`src/shared/recip_pkg.sv`:
```
package recip_pkg;

	// ****************************************
	// Widths
	// ****************************************
	localparam int ADDR_W = 8;
	localparam int DATA_W = 32;
	localparam int CNT_W = 32;
	localparam int RES_W = 64;
	localparam int CTRL_W = 7;
	localparam int STEP_W = 7;

	// ****************************************
	// Register offsets
	// ****************************************
	localparam logic [ADDR_W-1:0] ADDR_CTRL = 8'h00;
	localparam logic [ADDR_W-1:0] ADDR_CYCLES = 8'h04;
	localparam logic [ADDR_W-1:0] ADDR_STATUS = 8'h08;
	localparam logic [ADDR_W-1:0] ADDR_EVENTS = 8'h0C;
	localparam logic [ADDR_W-1:0] ADDR_TIME = 8'h10;
	localparam logic [ADDR_W-1:0] ADDR_RES_LO = 8'h14;
	localparam logic [ADDR_W-1:0] ADDR_RES_HI = 8'h18;
	localparam logic [ADDR_W-1:0] ADDR_CONV_GATE = 8'h1C;

	// ****************************************
	// Field positions
	// ****************************************
	localparam int CTRL_START = 8;
	localparam int CTRL_ABORT = 9;
	localparam int STAT_BUSY = 0;
	localparam int STAT_DONE = 1;
	localparam int STAT_GATE = 2;
	localparam int STAT_CONV = 3;
	localparam int STAT_ARMED = 4;
	localparam int STAT_W = 5;

	// ****************************************
	// Modes and carriers
	// ****************************************
	typedef enum logic [1:0] {
		MODE_PERIOD = 2'h0,
		MODE_PER_AVG = 2'h1,
		MODE_FREQ_AVG = 2'h2,
		MODE_INTERVAL = 2'h3
	} mode_type;

	typedef struct packed {
		logic smart;
		logic common;
		logic slope_b;
		logic slope_a;
		logic arm_ext;
		mode_type mode;
	} ctrl_type;

	typedef struct packed {
		logic start;
		logic stop;
	} trig_type;

	// ****************************************
	// Reset values and timing
	// ****************************************
	localparam logic [CTRL_W-1:0] CTRL_RST = 7'h00;
	localparam logic [CNT_W-1:0] CYCLES_RST = 32'h0000_0001;
	localparam logic [CNT_W-1:0] CNT_ONE = 32'h0000_0001;
	localparam int CLK_PERIOD_NS = 5;
	localparam int PS_PER_NS = 1000;
	localparam int NS_PER_S = 1000000000;
	localparam logic [RES_W-1:0] PS_PER_CLK = RES_W'(CLK_PERIOD_NS * PS_PER_NS);
	localparam logic [RES_W-1:0] CLK_HZ = RES_W'(NS_PER_S / CLK_PERIOD_NS);
	localparam int CONV_GATE_US = 1000;
	localparam logic [CNT_W-1:0] CONV_GATE_DEF = CNT_W'(CONV_GATE_US * 1000 / CLK_PERIOD_NS);
	localparam logic [STEP_W-1:0] DIV_STEPS = STEP_W'(RES_W);

endpackage

```
`src/core/recip_counter.sv`:
```
`timescale 1ns/100ps

// How it works
// - While the gate is open the event count rises on each input cycle (on the stop pulse in interval mode) and the time count on every clock.
// - Single period opens the gate for one input cycle and reports clock count times clock period.
// - Period averaging keeps the gate open for several cycles and reports period times clocks over events.
// - Frequency averaging reports the reciprocal of the average period as a frequency.
// - With external arming only an input cycle after the arming edge may start the measurement, except a fixed time gate run, which opens on the edge.
// - With automatic arming the first input cycle of a burst starts the measurement unaided; a fixed time gate run opens at the start command.
// - In interval mode a start pulse opens the gate, a stop pulse closes it, clocks between are the time.
// - Resolution is one period of the counted clock, and the gate logic runs on that same clock.
// - Each channel picks the rising or the falling crossing for its trigger pulse.
// - A common setting feeds the stop channel from the start channel's input.
// - Each channel sends a pulse to the gate when its input crosses the set level.
// - In smart frequency mode a too fast input switches the next run to a fixed time gate count.
module recip_counter
	import recip_pkg::*;
#(
	parameter logic [CNT_W-1:0] CONV_GATE_RST = CONV_GATE_DEF
) (
	input wire logic i_clk,
	input wire logic i_nrst,
	input wire logic [ADDR_W-1:0] i_addr,
	input wire logic [DATA_W-1:0] i_wdata,
	input wire logic i_wr,
	input wire logic i_rd,
	output logic [DATA_W-1:0] o_rdata,
	input wire logic i_sig_a,
	input wire logic i_sig_b,
	input wire logic i_arm,
	output logic o_gate,
	output logic o_trig_start,
	output logic o_trig_stop,
	output logic o_busy,
	output logic o_done,
	output logic [RES_W-1:0] o_result
);

	// ****************************************
	// State
	// ****************************************
	typedef enum logic [4:0] {
		ST_IDLE = 5'h01,
		ST_WAIT_ARM = 5'h02,
		ST_WAIT_OPEN = 5'h04,
		ST_GATE = 5'h08,
		ST_CALC = 5'h10
	} state_type;

	state_type state_reg;
	state_type state_next;
	ctrl_type ctrl_reg;
	ctrl_type run_reg;
	logic run_conv_reg;
	logic conv_reg;
	logic [CNT_W-1:0] cycles_reg;
	logic [CNT_W-1:0] conv_gate_reg;
	logic [CNT_W-1:0] event_reg;
	logic [CNT_W-1:0] time_reg;
	logic [RES_W-1:0] result_reg;
	logic done_reg;
	logic done_pulse_reg;
	logic gate_reg;
	logic calc_go_reg;
	logic sig_a_reg;
	logic sig_b_reg;
	logic arm_prev_reg;
	trig_type trig_out_reg;
	logic [DATA_W-1:0] rdata_reg;

	logic start_cmd;
	logic abort_cmd;
	logic arm_edge;
	logic rise_a;
	logic fall_a;
	logic stop_src;
	logic rise_b;
	logic fall_b;
	trig_type trig;
	logic in_gate;
	logic close_gate;
	logic ev_inc;
	logic [CNT_W-1:0] ev_plus;
	logic [CNT_W-1:0] time_plus;
	logic [CNT_W-1:0] cycles_eff;
	logic [CNT_W-1:0] conv_eff;
	logic conv_now;
	ctrl_type ctrl_wr;
	logic [RES_W-1:0] div_num;
	logic [CNT_W-1:0] div_den;
	logic div_busy;
	logic div_done;
	logic [RES_W-1:0] div_quot;
	logic [STAT_W-1:0] status;
	logic fast_input;

	// ****************************************
	// Register writes
	// ****************************************
	// Start is refused while a measurement runs, so run_reg keeps its mode and arming; slopes, common and gate lengths follow later writes
	assign start_cmd = i_wr && (i_addr == ADDR_CTRL) && i_wdata[CTRL_START]
		&& (state_reg == ST_IDLE);
	assign abort_cmd = i_wr && (i_addr == ADDR_CTRL) && i_wdata[CTRL_ABORT];
	// Settings written together with the start bit govern that run
	assign ctrl_wr = ctrl_type'(i_wdata[CTRL_W-1:0]);

	always_ff @(posedge i_clk or negedge i_nrst) begin
		if (!i_nrst) begin
			ctrl_reg <= ctrl_type'(CTRL_RST);
			cycles_reg <= CYCLES_RST;
			conv_gate_reg <= CONV_GATE_RST;
		end else if (i_wr) begin
			if (i_addr == ADDR_CTRL) begin
				ctrl_reg <= ctrl_type'(i_wdata[CTRL_W-1:0]);
			end
			if (i_addr == ADDR_CYCLES) begin
				cycles_reg <= i_wdata;
			end
			if (i_addr == ADDR_CONV_GATE) begin
				conv_gate_reg <= i_wdata;
			end
		end
	end

	// ****************************************
	// Trigger channels
	// ****************************************
	// Inputs are already comparator outputs, synchronous to the clock
	always_ff @(posedge i_clk or negedge i_nrst) begin
		if (!i_nrst) begin
			sig_a_reg <= 1'b0;
			sig_b_reg <= 1'b0;
			arm_prev_reg <= 1'b0;
		end else begin
			sig_a_reg <= i_sig_a;
			sig_b_reg <= stop_src;
			arm_prev_reg <= i_arm;
		end
	end

	assign stop_src = ctrl_reg.common ? i_sig_a : i_sig_b;
	assign rise_a = i_sig_a && !sig_a_reg;
	assign fall_a = !i_sig_a && sig_a_reg;
	assign rise_b = stop_src && !sig_b_reg;
	assign fall_b = !stop_src && sig_b_reg;
	assign trig.start = ctrl_reg.slope_a ? fall_a : rise_a;
	assign trig.stop = ctrl_reg.slope_b ? fall_b : rise_b;
	assign arm_edge = i_arm && !arm_prev_reg;

	always_ff @(posedge i_clk or negedge i_nrst) begin
		if (!i_nrst) begin
			trig_out_reg <= '0;
		end else begin
			trig_out_reg <= trig;
		end
	end

	// ****************************************
	// Gate control
	// ****************************************
	assign in_gate = (state_reg == ST_GATE);
	assign ev_plus = event_reg + CNT_ONE;
	assign time_plus = time_reg + CNT_ONE;
	assign cycles_eff = (cycles_reg == '0) ? CNT_ONE : cycles_reg;
	assign conv_eff = (conv_gate_reg == '0) ? CNT_ONE : conv_gate_reg;
	assign conv_now = conv_reg && ctrl_wr.smart && (ctrl_wr.mode == MODE_FREQ_AVG);

	always_comb begin
		close_gate = 1'b0;
		ev_inc = 1'b0;
		if (in_gate) begin
			if (run_conv_reg) begin
				ev_inc = trig.start;
				close_gate = (time_plus >= conv_eff);
			end else if (run_reg.mode == MODE_INTERVAL) begin
				ev_inc = trig.stop;
				close_gate = trig.stop;
			end else if (run_reg.mode == MODE_PERIOD) begin
				ev_inc = trig.start;
				close_gate = trig.start;
			end else begin
				ev_inc = trig.start;
				close_gate = trig.start && (ev_plus >= cycles_eff);
			end
		end
	end

	always_comb begin
		state_next = state_reg;
		unique case (state_reg)
			ST_IDLE: begin
				if (start_cmd) begin
					if (ctrl_wr.arm_ext) begin
						state_next = ST_WAIT_ARM;
					end else if (conv_now) begin
						state_next = ST_GATE;
					end else begin
						state_next = ST_WAIT_OPEN;
					end
				end
			end
			ST_WAIT_ARM: begin
				// A trigger in the arming cycle itself is not taken
				if (arm_edge) begin
					state_next = run_conv_reg ? ST_GATE : ST_WAIT_OPEN;
				end
			end
			ST_WAIT_OPEN: begin
				if (trig.start) begin
					state_next = ST_GATE;
				end
			end
			ST_GATE: begin
				if (close_gate) begin
					state_next = ST_CALC;
				end
			end
			ST_CALC: begin
				if (div_done) begin
					state_next = ST_IDLE;
				end
			end
		endcase
		if (abort_cmd) begin
			state_next = ST_IDLE;
		end
	end

	always_ff @(posedge i_clk or negedge i_nrst) begin
		if (!i_nrst) begin
			state_reg <= ST_IDLE;
			gate_reg <= 1'b0;
		end else begin
			state_reg <= state_next;
			gate_reg <= (state_next == ST_GATE);
		end
	end

	always_ff @(posedge i_clk or negedge i_nrst) begin
		if (!i_nrst) begin
			run_reg <= ctrl_type'(CTRL_RST);
			run_conv_reg <= 1'b0;
		end else if (start_cmd) begin
			run_reg <= ctrl_wr;
			run_conv_reg <= conv_now;
		end
	end

	// ****************************************
	// Event and time counters
	// ****************************************
	// Time counts on the system clock, so one count is one clock period
	always_ff @(posedge i_clk or negedge i_nrst) begin
		if (!i_nrst) begin
			event_reg <= '0;
			time_reg <= '0;
		end else if (start_cmd) begin
			event_reg <= '0;
			time_reg <= '0;
		end else if (in_gate) begin
			time_reg <= time_plus;
			if (ev_inc) begin
				event_reg <= ev_plus;
			end
		end
	end

	// ****************************************
	// Arithmetic
	// ****************************************
	// Periods come out in picoseconds, frequencies in hertz
	always_comb begin
		div_num = RES_W'(time_reg) * PS_PER_CLK;
		div_den = event_reg;
		unique case (run_reg.mode)
			MODE_PERIOD: begin
				div_num = RES_W'(time_reg) * PS_PER_CLK;
				div_den = event_reg;
			end
			MODE_PER_AVG: begin
				div_num = RES_W'(time_reg) * PS_PER_CLK;
				div_den = event_reg;
			end
			MODE_FREQ_AVG: begin
				div_num = RES_W'(event_reg) * CLK_HZ;
				div_den = time_reg;
			end
			MODE_INTERVAL: begin
				div_num = RES_W'(time_reg) * PS_PER_CLK;
				div_den = CNT_ONE;
			end
		endcase
	end

	// Divider starts a cycle after closing so it sees the final counts
	always_ff @(posedge i_clk or negedge i_nrst) begin
		if (!i_nrst) begin
			calc_go_reg <= 1'b0;
		end else begin
			calc_go_reg <= in_gate && close_gate && !abort_cmd;
		end
	end

	div_unit u_div (
		.i_clk(i_clk),
		.i_nrst(i_nrst),
		.i_start(calc_go_reg),
		.i_num(div_num),
		.i_den(div_den),
		.o_busy(div_busy),
		.o_done(div_done),
		.o_quot(div_quot)
	);

	// Fast means at least one input cycle every two clocks
	assign fast_input = ({event_reg, 1'b0} >= {1'b0, time_reg});

	always_ff @(posedge i_clk or negedge i_nrst) begin
		if (!i_nrst) begin
			result_reg <= '0;
			done_reg <= 1'b0;
			done_pulse_reg <= 1'b0;
			conv_reg <= 1'b0;
		end else begin
			done_pulse_reg <= 1'b0;
			if (start_cmd) begin
				done_reg <= 1'b0;
			end
			if ((state_reg == ST_CALC) && div_done && !abort_cmd) begin
				result_reg <= div_quot;
				done_reg <= 1'b1;
				done_pulse_reg <= 1'b1;
				if (run_reg.smart && (run_reg.mode == MODE_FREQ_AVG)) begin
					conv_reg <= fast_input;
				end
			end
		end
	end

	// ****************************************
	// Register reads
	// ****************************************
	always_comb begin
		status = '0;
		status[STAT_BUSY] = (state_reg != ST_IDLE) || div_busy;
		status[STAT_DONE] = done_reg;
		status[STAT_GATE] = gate_reg;
		status[STAT_CONV] = conv_reg;
		status[STAT_ARMED] = (state_reg == ST_WAIT_OPEN);
	end

	always_ff @(posedge i_clk or negedge i_nrst) begin
		if (!i_nrst) begin
			rdata_reg <= '0;
		end else if (i_rd) begin
			unique case (i_addr)
				ADDR_CTRL: rdata_reg <= DATA_W'(ctrl_reg);
				ADDR_CYCLES: rdata_reg <= cycles_reg;
				ADDR_STATUS: rdata_reg <= DATA_W'(status);
				ADDR_EVENTS: rdata_reg <= event_reg;
				ADDR_TIME: rdata_reg <= time_reg;
				ADDR_RES_LO: rdata_reg <= result_reg[DATA_W-1:0];
				ADDR_RES_HI: rdata_reg <= result_reg[RES_W-1:DATA_W];
				ADDR_CONV_GATE: rdata_reg <= conv_gate_reg;
				default: rdata_reg <= '0;
			endcase
		end else begin
			rdata_reg <= '0;
		end
	end

	// ****************************************
	// Outputs
	// ****************************************
	assign o_rdata = rdata_reg;
	assign o_gate = gate_reg;
	assign o_trig_start = trig_out_reg.start;
	assign o_trig_stop = trig_out_reg.stop;
	assign o_busy = status[STAT_BUSY];
	assign o_done = done_pulse_reg;
	assign o_result = result_reg;

endmodule

```
`src/core/div_unit.sv`:
```
`timescale 1ns/100ps

module div_unit
	import recip_pkg::*;
(
	input wire logic i_clk,
	input wire logic i_nrst,
	input wire logic i_start,
	input wire logic [RES_W-1:0] i_num,
	input wire logic [CNT_W-1:0] i_den,
	output logic o_busy,
	output logic o_done,
	output logic [RES_W-1:0] o_quot
);

	// ****************************************
	// Restoring division, one bit per clock
	// ****************************************
	// A zero divisor yields all ones rather than a trap
	logic [CNT_W:0] rem_reg;
	logic [RES_W-1:0] quot_reg;
	logic [CNT_W-1:0] den_reg;
	logic [STEP_W-1:0] step_reg;
	logic busy_reg;
	logic done_reg;
	logic [CNT_W:0] trial;
	logic fits;

	assign trial = {rem_reg[CNT_W-1:0], quot_reg[RES_W-1]};
	assign fits = trial >= {1'b0, den_reg};

	always_ff @(posedge i_clk or negedge i_nrst) begin
		if (!i_nrst) begin
			rem_reg <= '0;
			quot_reg <= '0;
			den_reg <= '0;
			step_reg <= '0;
			busy_reg <= 1'b0;
			done_reg <= 1'b0;
		end else begin
			done_reg <= 1'b0;
			if (i_start && !busy_reg) begin
				rem_reg <= '0;
				quot_reg <= i_num;
				den_reg <= i_den;
				step_reg <= DIV_STEPS;
				busy_reg <= 1'b1;
			end else if (busy_reg) begin
				rem_reg <= fits ? (trial - {1'b0, den_reg}) : trial;
				quot_reg <= {quot_reg[RES_W-2:0], fits};
				step_reg <= step_reg - 7'h01;
				if (step_reg == 7'h01) begin
					busy_reg <= 1'b0;
					done_reg <= 1'b1;
				end
			end
		end
	end

	assign o_busy = busy_reg;
	assign o_done = done_reg;
	assign o_quot = quot_reg;

endmodule

```
`config.mk`:
```
export PLATFORM = sky130hd
export DESIGN_NAME = recip_counter
export DESIGN_NICKNAME = d
export VERILOG_FILES = /design/src/shared/recip_pkg.sv /design/src/core/recip_counter.sv /design/src/core/div_unit.sv
export SDC_FILE = /design/constraint.sdc
export NUM_CORES = 2
export LEC_CHECK = 0
export ABC_AREA = 1
export BUFFER_PORTS_ARGS = -buffer_cell sky130_fd_sc_hd__buf_2
export CORE_ASPECT_RATIO = 0.8
export CORE_MARGIN = 2
export CORE_UTILIZATION = 55
export DETAILED_ROUTE_END_ITERATION = 8
export GPL_TIMING_DRIVEN = 0
export PLACE_DENSITY_LB_ADDON = 0.2
export SLEW_MARGIN = 10
export SYNTH_ARGS = -nofsm -noshare
export SYNTH_HDL_FRONTEND = slang
export SYNTH_SLANG_ARGS = --single-unit
export TNS_END_PERCENT = 100
```
`constraint.sdc`:
```
create_clock -name i_clk -period 11.47 [get_ports i_clk]
set_input_delay 1.147 -clock i_clk [delete_from_list [all_inputs] [get_ports i_clk]]
set_output_delay 1.147 -clock i_clk [all_outputs]
set_load 0.005 [all_outputs]
```
==> After elaboration in Yosys (flattened, before gate mapping) <==
Cells that the tools add are included.
{ "totals": {"elab_cells": 149, "register_bits": 387} }
{ "classes": {"muxes": 47, "n_reduce_logical": 41, "multipliers": 2, "order_cmp": 4, "n_eq_ne": 19, "add_sub_neg": 4} }
{ "ops": {"columns": ["op", "n"], "rows": [
  ["two-way mux 32 bit", 11],
  ["one-hot mux 32 bit (8 select lines)", 1],
  ["two-way mux 64 bit", 2],
  ["one-hot mux 64 bit (2 select lines)", 1],
  ["one-hot mux 32 bit (3 select lines)", 1],
  [">= comparator 33 x 32 -> 1 bit", 2],
  ["adder 32 x 1 -> 32 bit (second input constant)", 2],
  [">= comparator 32 bit", 2],
  ["logical NOT 32 bit", 2],
  ["multiplier 32 x 19 -> 51 bit (second input constant)", 1],
  ["multiplier 32 x 10 -> 42 bit (second input constant)", 1],
  ["equality test 8 x 5 -> 1 bit (second input constant)", 4],
  ["subtractor 32 bit", 1],
  ["two-way mux 5 bit", 6],
  ["one-hot mux 5 bit (5 select lines)", 1],
  ["two-way mux 1 bit", 19],
  ["logical AND 1 bit", 18],
  ["equality test 8 x 4 -> 1 bit (second input constant)", 2],
  ["two-way mux 7 bit", 2],
  ["two-way mux 4 bit", 3],
  ["equality test 5 x 4 -> 1 bit (second input constant)", 2],
  ["AND reduction 2 bit", 5],
  ["equality test 8 x 3 -> 1 bit (second input constant)", 1],
  ["logical NOT 8 bit", 1],
  ["other kinds (15)", 26]
]} }

==> Longest topological paths before layout <==
{ "depth": {"word_depth": 12, "depth_mapped": 28} }

==> Cells and area by module <==
From an unflattened synthesis, not the netlist that was laid out.
{ "unflattened": {"hier_cells": 5408, "hier_area_um2": 41703.7} }
{ "by_module_without_submodules": {"columns": ["module", "instances", "cells_each", "area_each_um2"], "rows": [
  ["recip_counter", 1, 4218, 33165.6],
  ["div_unit", 1, 1190, 8538.2]
]} }

==> Least setup slack after synthesis <==
OpenSTA, ideal clock, no wires.
{ "synth_timing": {"path_type": "flip-flop to flip-flop", "startpoint": "reg event_reg[16]", "endpoint": "reg u_div.quot_reg[49] (netlist: u_div.o_quot[49])", "period_less_slack_ns": 5.460, "setup_ns": 0.121, "n_path_buf": 0, "setup_slack_ns": 6.010, "path_stages_with_launch": 24, "required_time_ns": 11.349, "arrival_ns": 5.339, "path_cell_list": "dfrtp_1 inv_1 fa_1 inv_1 fa_1 fa_1 fa_1 fa_1 inv_1 fa_1 inv_1 ha_1 nand2_1 nor2_1 inv_1 nor2_1 inv_1 nor3_1 nand2_1 nand2_1 a21oi_1 or2_0 nand3_1 nand2_1"} }
{ "synth_via": {"elab_chain_cells": 3} }
{ "synth_lines": {"columns": ["item", "line", "source"], "rows": [
  ["from (decl)", "recip_counter.sv:58", "logic [CNT_W-1:0] event_reg;"],
  ["from (signal assigned)", "recip_counter.sv:263", "event_reg <= ev_plus;"],
  ["multiplier 32 x 19 -> 51 bit", "recip_counter.sv:285", "div_num = RES_W'(event_reg) * CLK_HZ;"],
  ["one-hot mux 64 bit (2 select lines)", "recip_counter.sv:275", "unique case (run_reg.mode)"],
  ["two-way mux 64 bit", "div_unit.sv:42", "if (i_start && !busy_reg) begin"],
  ["to (signal assigned)", "div_unit.sv:44", "quot_reg <= i_num;"],
  ["to (signal assigned)", "div_unit.sv:50", "quot_reg <= {quot_reg[RES_W-2:0], fits};"],
  ["to (decl)", "div_unit.sv:21", "logic [RES_W-1:0] quot_reg;"]
]} }
Every way passes these cells. The select of a mux whose other input is x is not followed.
A chain may end at the register's enable or synchronous reset.

==> Final worst setup path <==
{ "layout_timing": {"startpoint": "reg event_reg[16]", "endpoint": "reg u_div.quot_reg[41] (netlist: u_div.o_quot[41])"} }
Same word-level chain as after synthesis.

==> reports/results.txt <==
crit path capture type = flip-flop
kind of critical path = flip-flop to flip-flop
EDFF count, synth = 0
Peak VDD IR = 0.000122 V
required time of the critical path = 11.94 ns
max_cap viols = 0
Pre-antenna DRT Iters = 9
setup slack on the worst flop-to-flop path = 3.79 ns
total CTS buffers = 39
clock skew = 0.0222 ns
Final min period = 7.68 ns
Worst Max-Slew Pin Slew = 1.30 ns
Lkg Pwr = 23.9 nW
CP endpoint = u_div.o_quot[41]
Die W = 308 um
WHS = 0.492 ns
FF+latch count, synth = 387
Die ar. = 76,200 um2
unrepaired setup endpoints after global routing = no
register area = 9700 um2
global placer's final weighted congestion = 1.11
Final setup viols = 0
Sum Neg Setup Slack = 0 ns
reg2reg start = event_reg[16]
Post-CTS Setup Bufs = 0
Avg Cell Area, Syn = 8.01 um2
crit share post-route = 0.670
WL/cell = 26.1 um
GRT Overall Usage = 0.428
# rows = 89
synth top area cells = dfrtp_1 (23%), fa_1 (18%), ha_1 (15%), inv_1 (11%), nand2_1 (8.0%)
global-route met1 utilization = 0.648
post-DP HPWL = 137,000 um
most used routing layer = met1
Min-Delay Path Class = flip-flop to flip-flop
Die Span Y = 247 um
cts repair resizes = 0
M2 GR Usage = 0.527
Initial Util = 0.554
Slew headroom = 0.112
WL final = 163,000 um
Routed Antenna Nets = 0
largest net degree at the start of global routing = 113
Slew Limit Fails = 0
most frequent cell after synthesis = inv_1
Max Fclk = 130 MHz
critical path launch point type = flip-flop
CP Launch Point = event_reg[16]
PwrDens = 78.5 nW/um2
post-synthesis async set-or-reset flop share = 1.00
first-pass GRT wire length = 234,000 um
antenna violations before repair = 14
synth unique cells = 64
Worst-path clk slew = 0.07 ns
Root Buffer = clkbuf_16
status = finished with violations
synthesized net count = 5,972
RR Endpoint = u_div.o_quot[41]
Multi-input gate area = 26,000 um2
H-tree depth = 2
Worst-Skew Late Latency = 0.59 ns
vias in the first global route = 34,600
grt ovf = 0
worst-path maximum fanout = 10
fin nets = 6,163
sequential fraction of the synthesis area = 0.238
Layout fillers = 6,843
layout cells sized above 1 = 0.0581
core area = 73,500 um2
clk buf depth = 3
Port Buffers = 147
Synth top cells by count = inv_1 (1,186), nand2_1 (865), ha_1 (472), dfrtp_1 (379), o21ai_0 (376)
clk sinks = 387
Ys Warns = 0
cell taking the most area after synthesis = dfrtp_1
Main synth FF type = dfrtp_1
hold-fix buffers at CTS = 0
# DRC = 1
post-synth top area share = 0.233
# IOs = 148
met3 usage = 0.180
failing checks = DRC
Mapped Cells = 5,080
endpoints failing hold = 0
TritonCTS clock tree = built
vias per cell = 6.00
P&R area growth vs syn = 8.20%
synthesized area = 40,700 um2
violation count after the first detailed-route iteration = 5,072
Worst EP arrival = 8.15 ns
FF-to-FF path depth = 26
via count = 37,600
logic make-up after synthesis:
| group | share of synthesized area |
|---|---|
| and+or+nand+nor | 0.163 |
| buffers and inverters | 0.123 |
| AOI/OAI and AO/OA | 0.127 |
| adders and majority gates | 0.328 |
| DFF | 0.238 |
| xor gates and xnor gates | 0.0202 |
worst min path at each step:
| stage | to | from | cells past startpoint | slack, ns |
|---|---|---|---|---|
| final | u_div.o_quot[42] | u_div.o_quot[42] | 2 | 0.49 |
| after global routing | u_div.o_quot[42] | u_div.o_quot[42] | 2 | 0.50 |
| after CTS | u_div.o_quot[42] | u_div.o_quot[42] | 2 | 0.49 |
| after detailed placement | u_div.o_quot[42] | u_div.o_quot[42] | 2 | 0.47 |
| after global placement | u_div.o_quot[41] | u_div.o_quot[41] | 2 | 0.47 |
| after floorplan | u_div.o_done | u_div.step_reg[6] | 1 | 0.43 |
power by group:
part / internal, mW / leakage, nW / switching [mW]
Combinational: 0.204 / 18.3 / 0.490
Sequential: 1.38 / 5.02 / 0.0192
Clock: 0.759 / 0.630 / 0.609
critical path, stage by stage (launching register included):
cell	delay, ns
dfrtp_1	1.17
inv_1	0.38
fa_1	0.62
inv_1	0.05
fa_1	0.47
fa_1	0.53
fa_1	0.52
fa_1	0.54
inv_1	0.05
fa_1	0.52
inv_1	0.04
ha_1	0.44
nand2_1	0.15
nor2_1	0.28
inv_1	0.19
nor2_1	0.13
inv_1	0.06
nor3_1	0.56
nand2_1	0.17
nand2_1	0.18
nand2_1	0.07
nand3_1	0.13
nand2_1	0.07
inv_1	0.07
nand2_1	0.06
nand2_1	0.07
nand2_1	0.05
metrics by stage:
stage	instances	area, um2	setup WS (ns)	total power, mW	utilization
2_1_floorplan	5080	40700	6.01	1.84	-
3_3_place_gp	6182	42600	1.50	2.08	0.580
3_5_place_dp	6185	42700	4.28	2.09	0.582
4_1_cts	6255	44000	4.25	3.42	0.599
5_1_grt	6256	44000	3.66	3.58	0.599
6_report	6259	44100	3.79	3.46	0.599
placed cells by master (no fill, tap or decap), drive strengths merged, types with 28 or more instances in the layout:
master and n:
nand2 876, o221ai 40, clkbuf 129, xor2 76
a31oi 36, nor2 284, nor3 47, dfrtp 379
a21oi 226, ha 472, fa 373, nand3 248
buf 182, o22ai 62, o21ai 392, inv 1199
nand4 50, a22oi 28
layout make-up:
| type | instances | area share |
|---|---|---|
| Antenna cell | 4 | 0.000227 |
| Buffer | 109 | 0.0113 |
| Clock buffer | 52 | 0.0244 |
| Clock inverter | 18 | 0.00523 |
| Inverter | 1198 | 0.102 |
| Multi-Input combinational cell | 3386 | 0.591 |
| Sequential cell | 387 | 0.220 |
| Tap cell | 955 | 0.0271 |
| Timing Repair Buffer | 150 | 0.0188 |
per-layer routing:
layer	up-vias	wire (um)	share of wire
li1	16700	-	-
met1	18000	70200	0.43
met2	2528	58500	0.36
met3	340	26900	0.16
met4	18	7680	0.047
met5	-	103	0.00063
(Power assumes the default switching activity.)
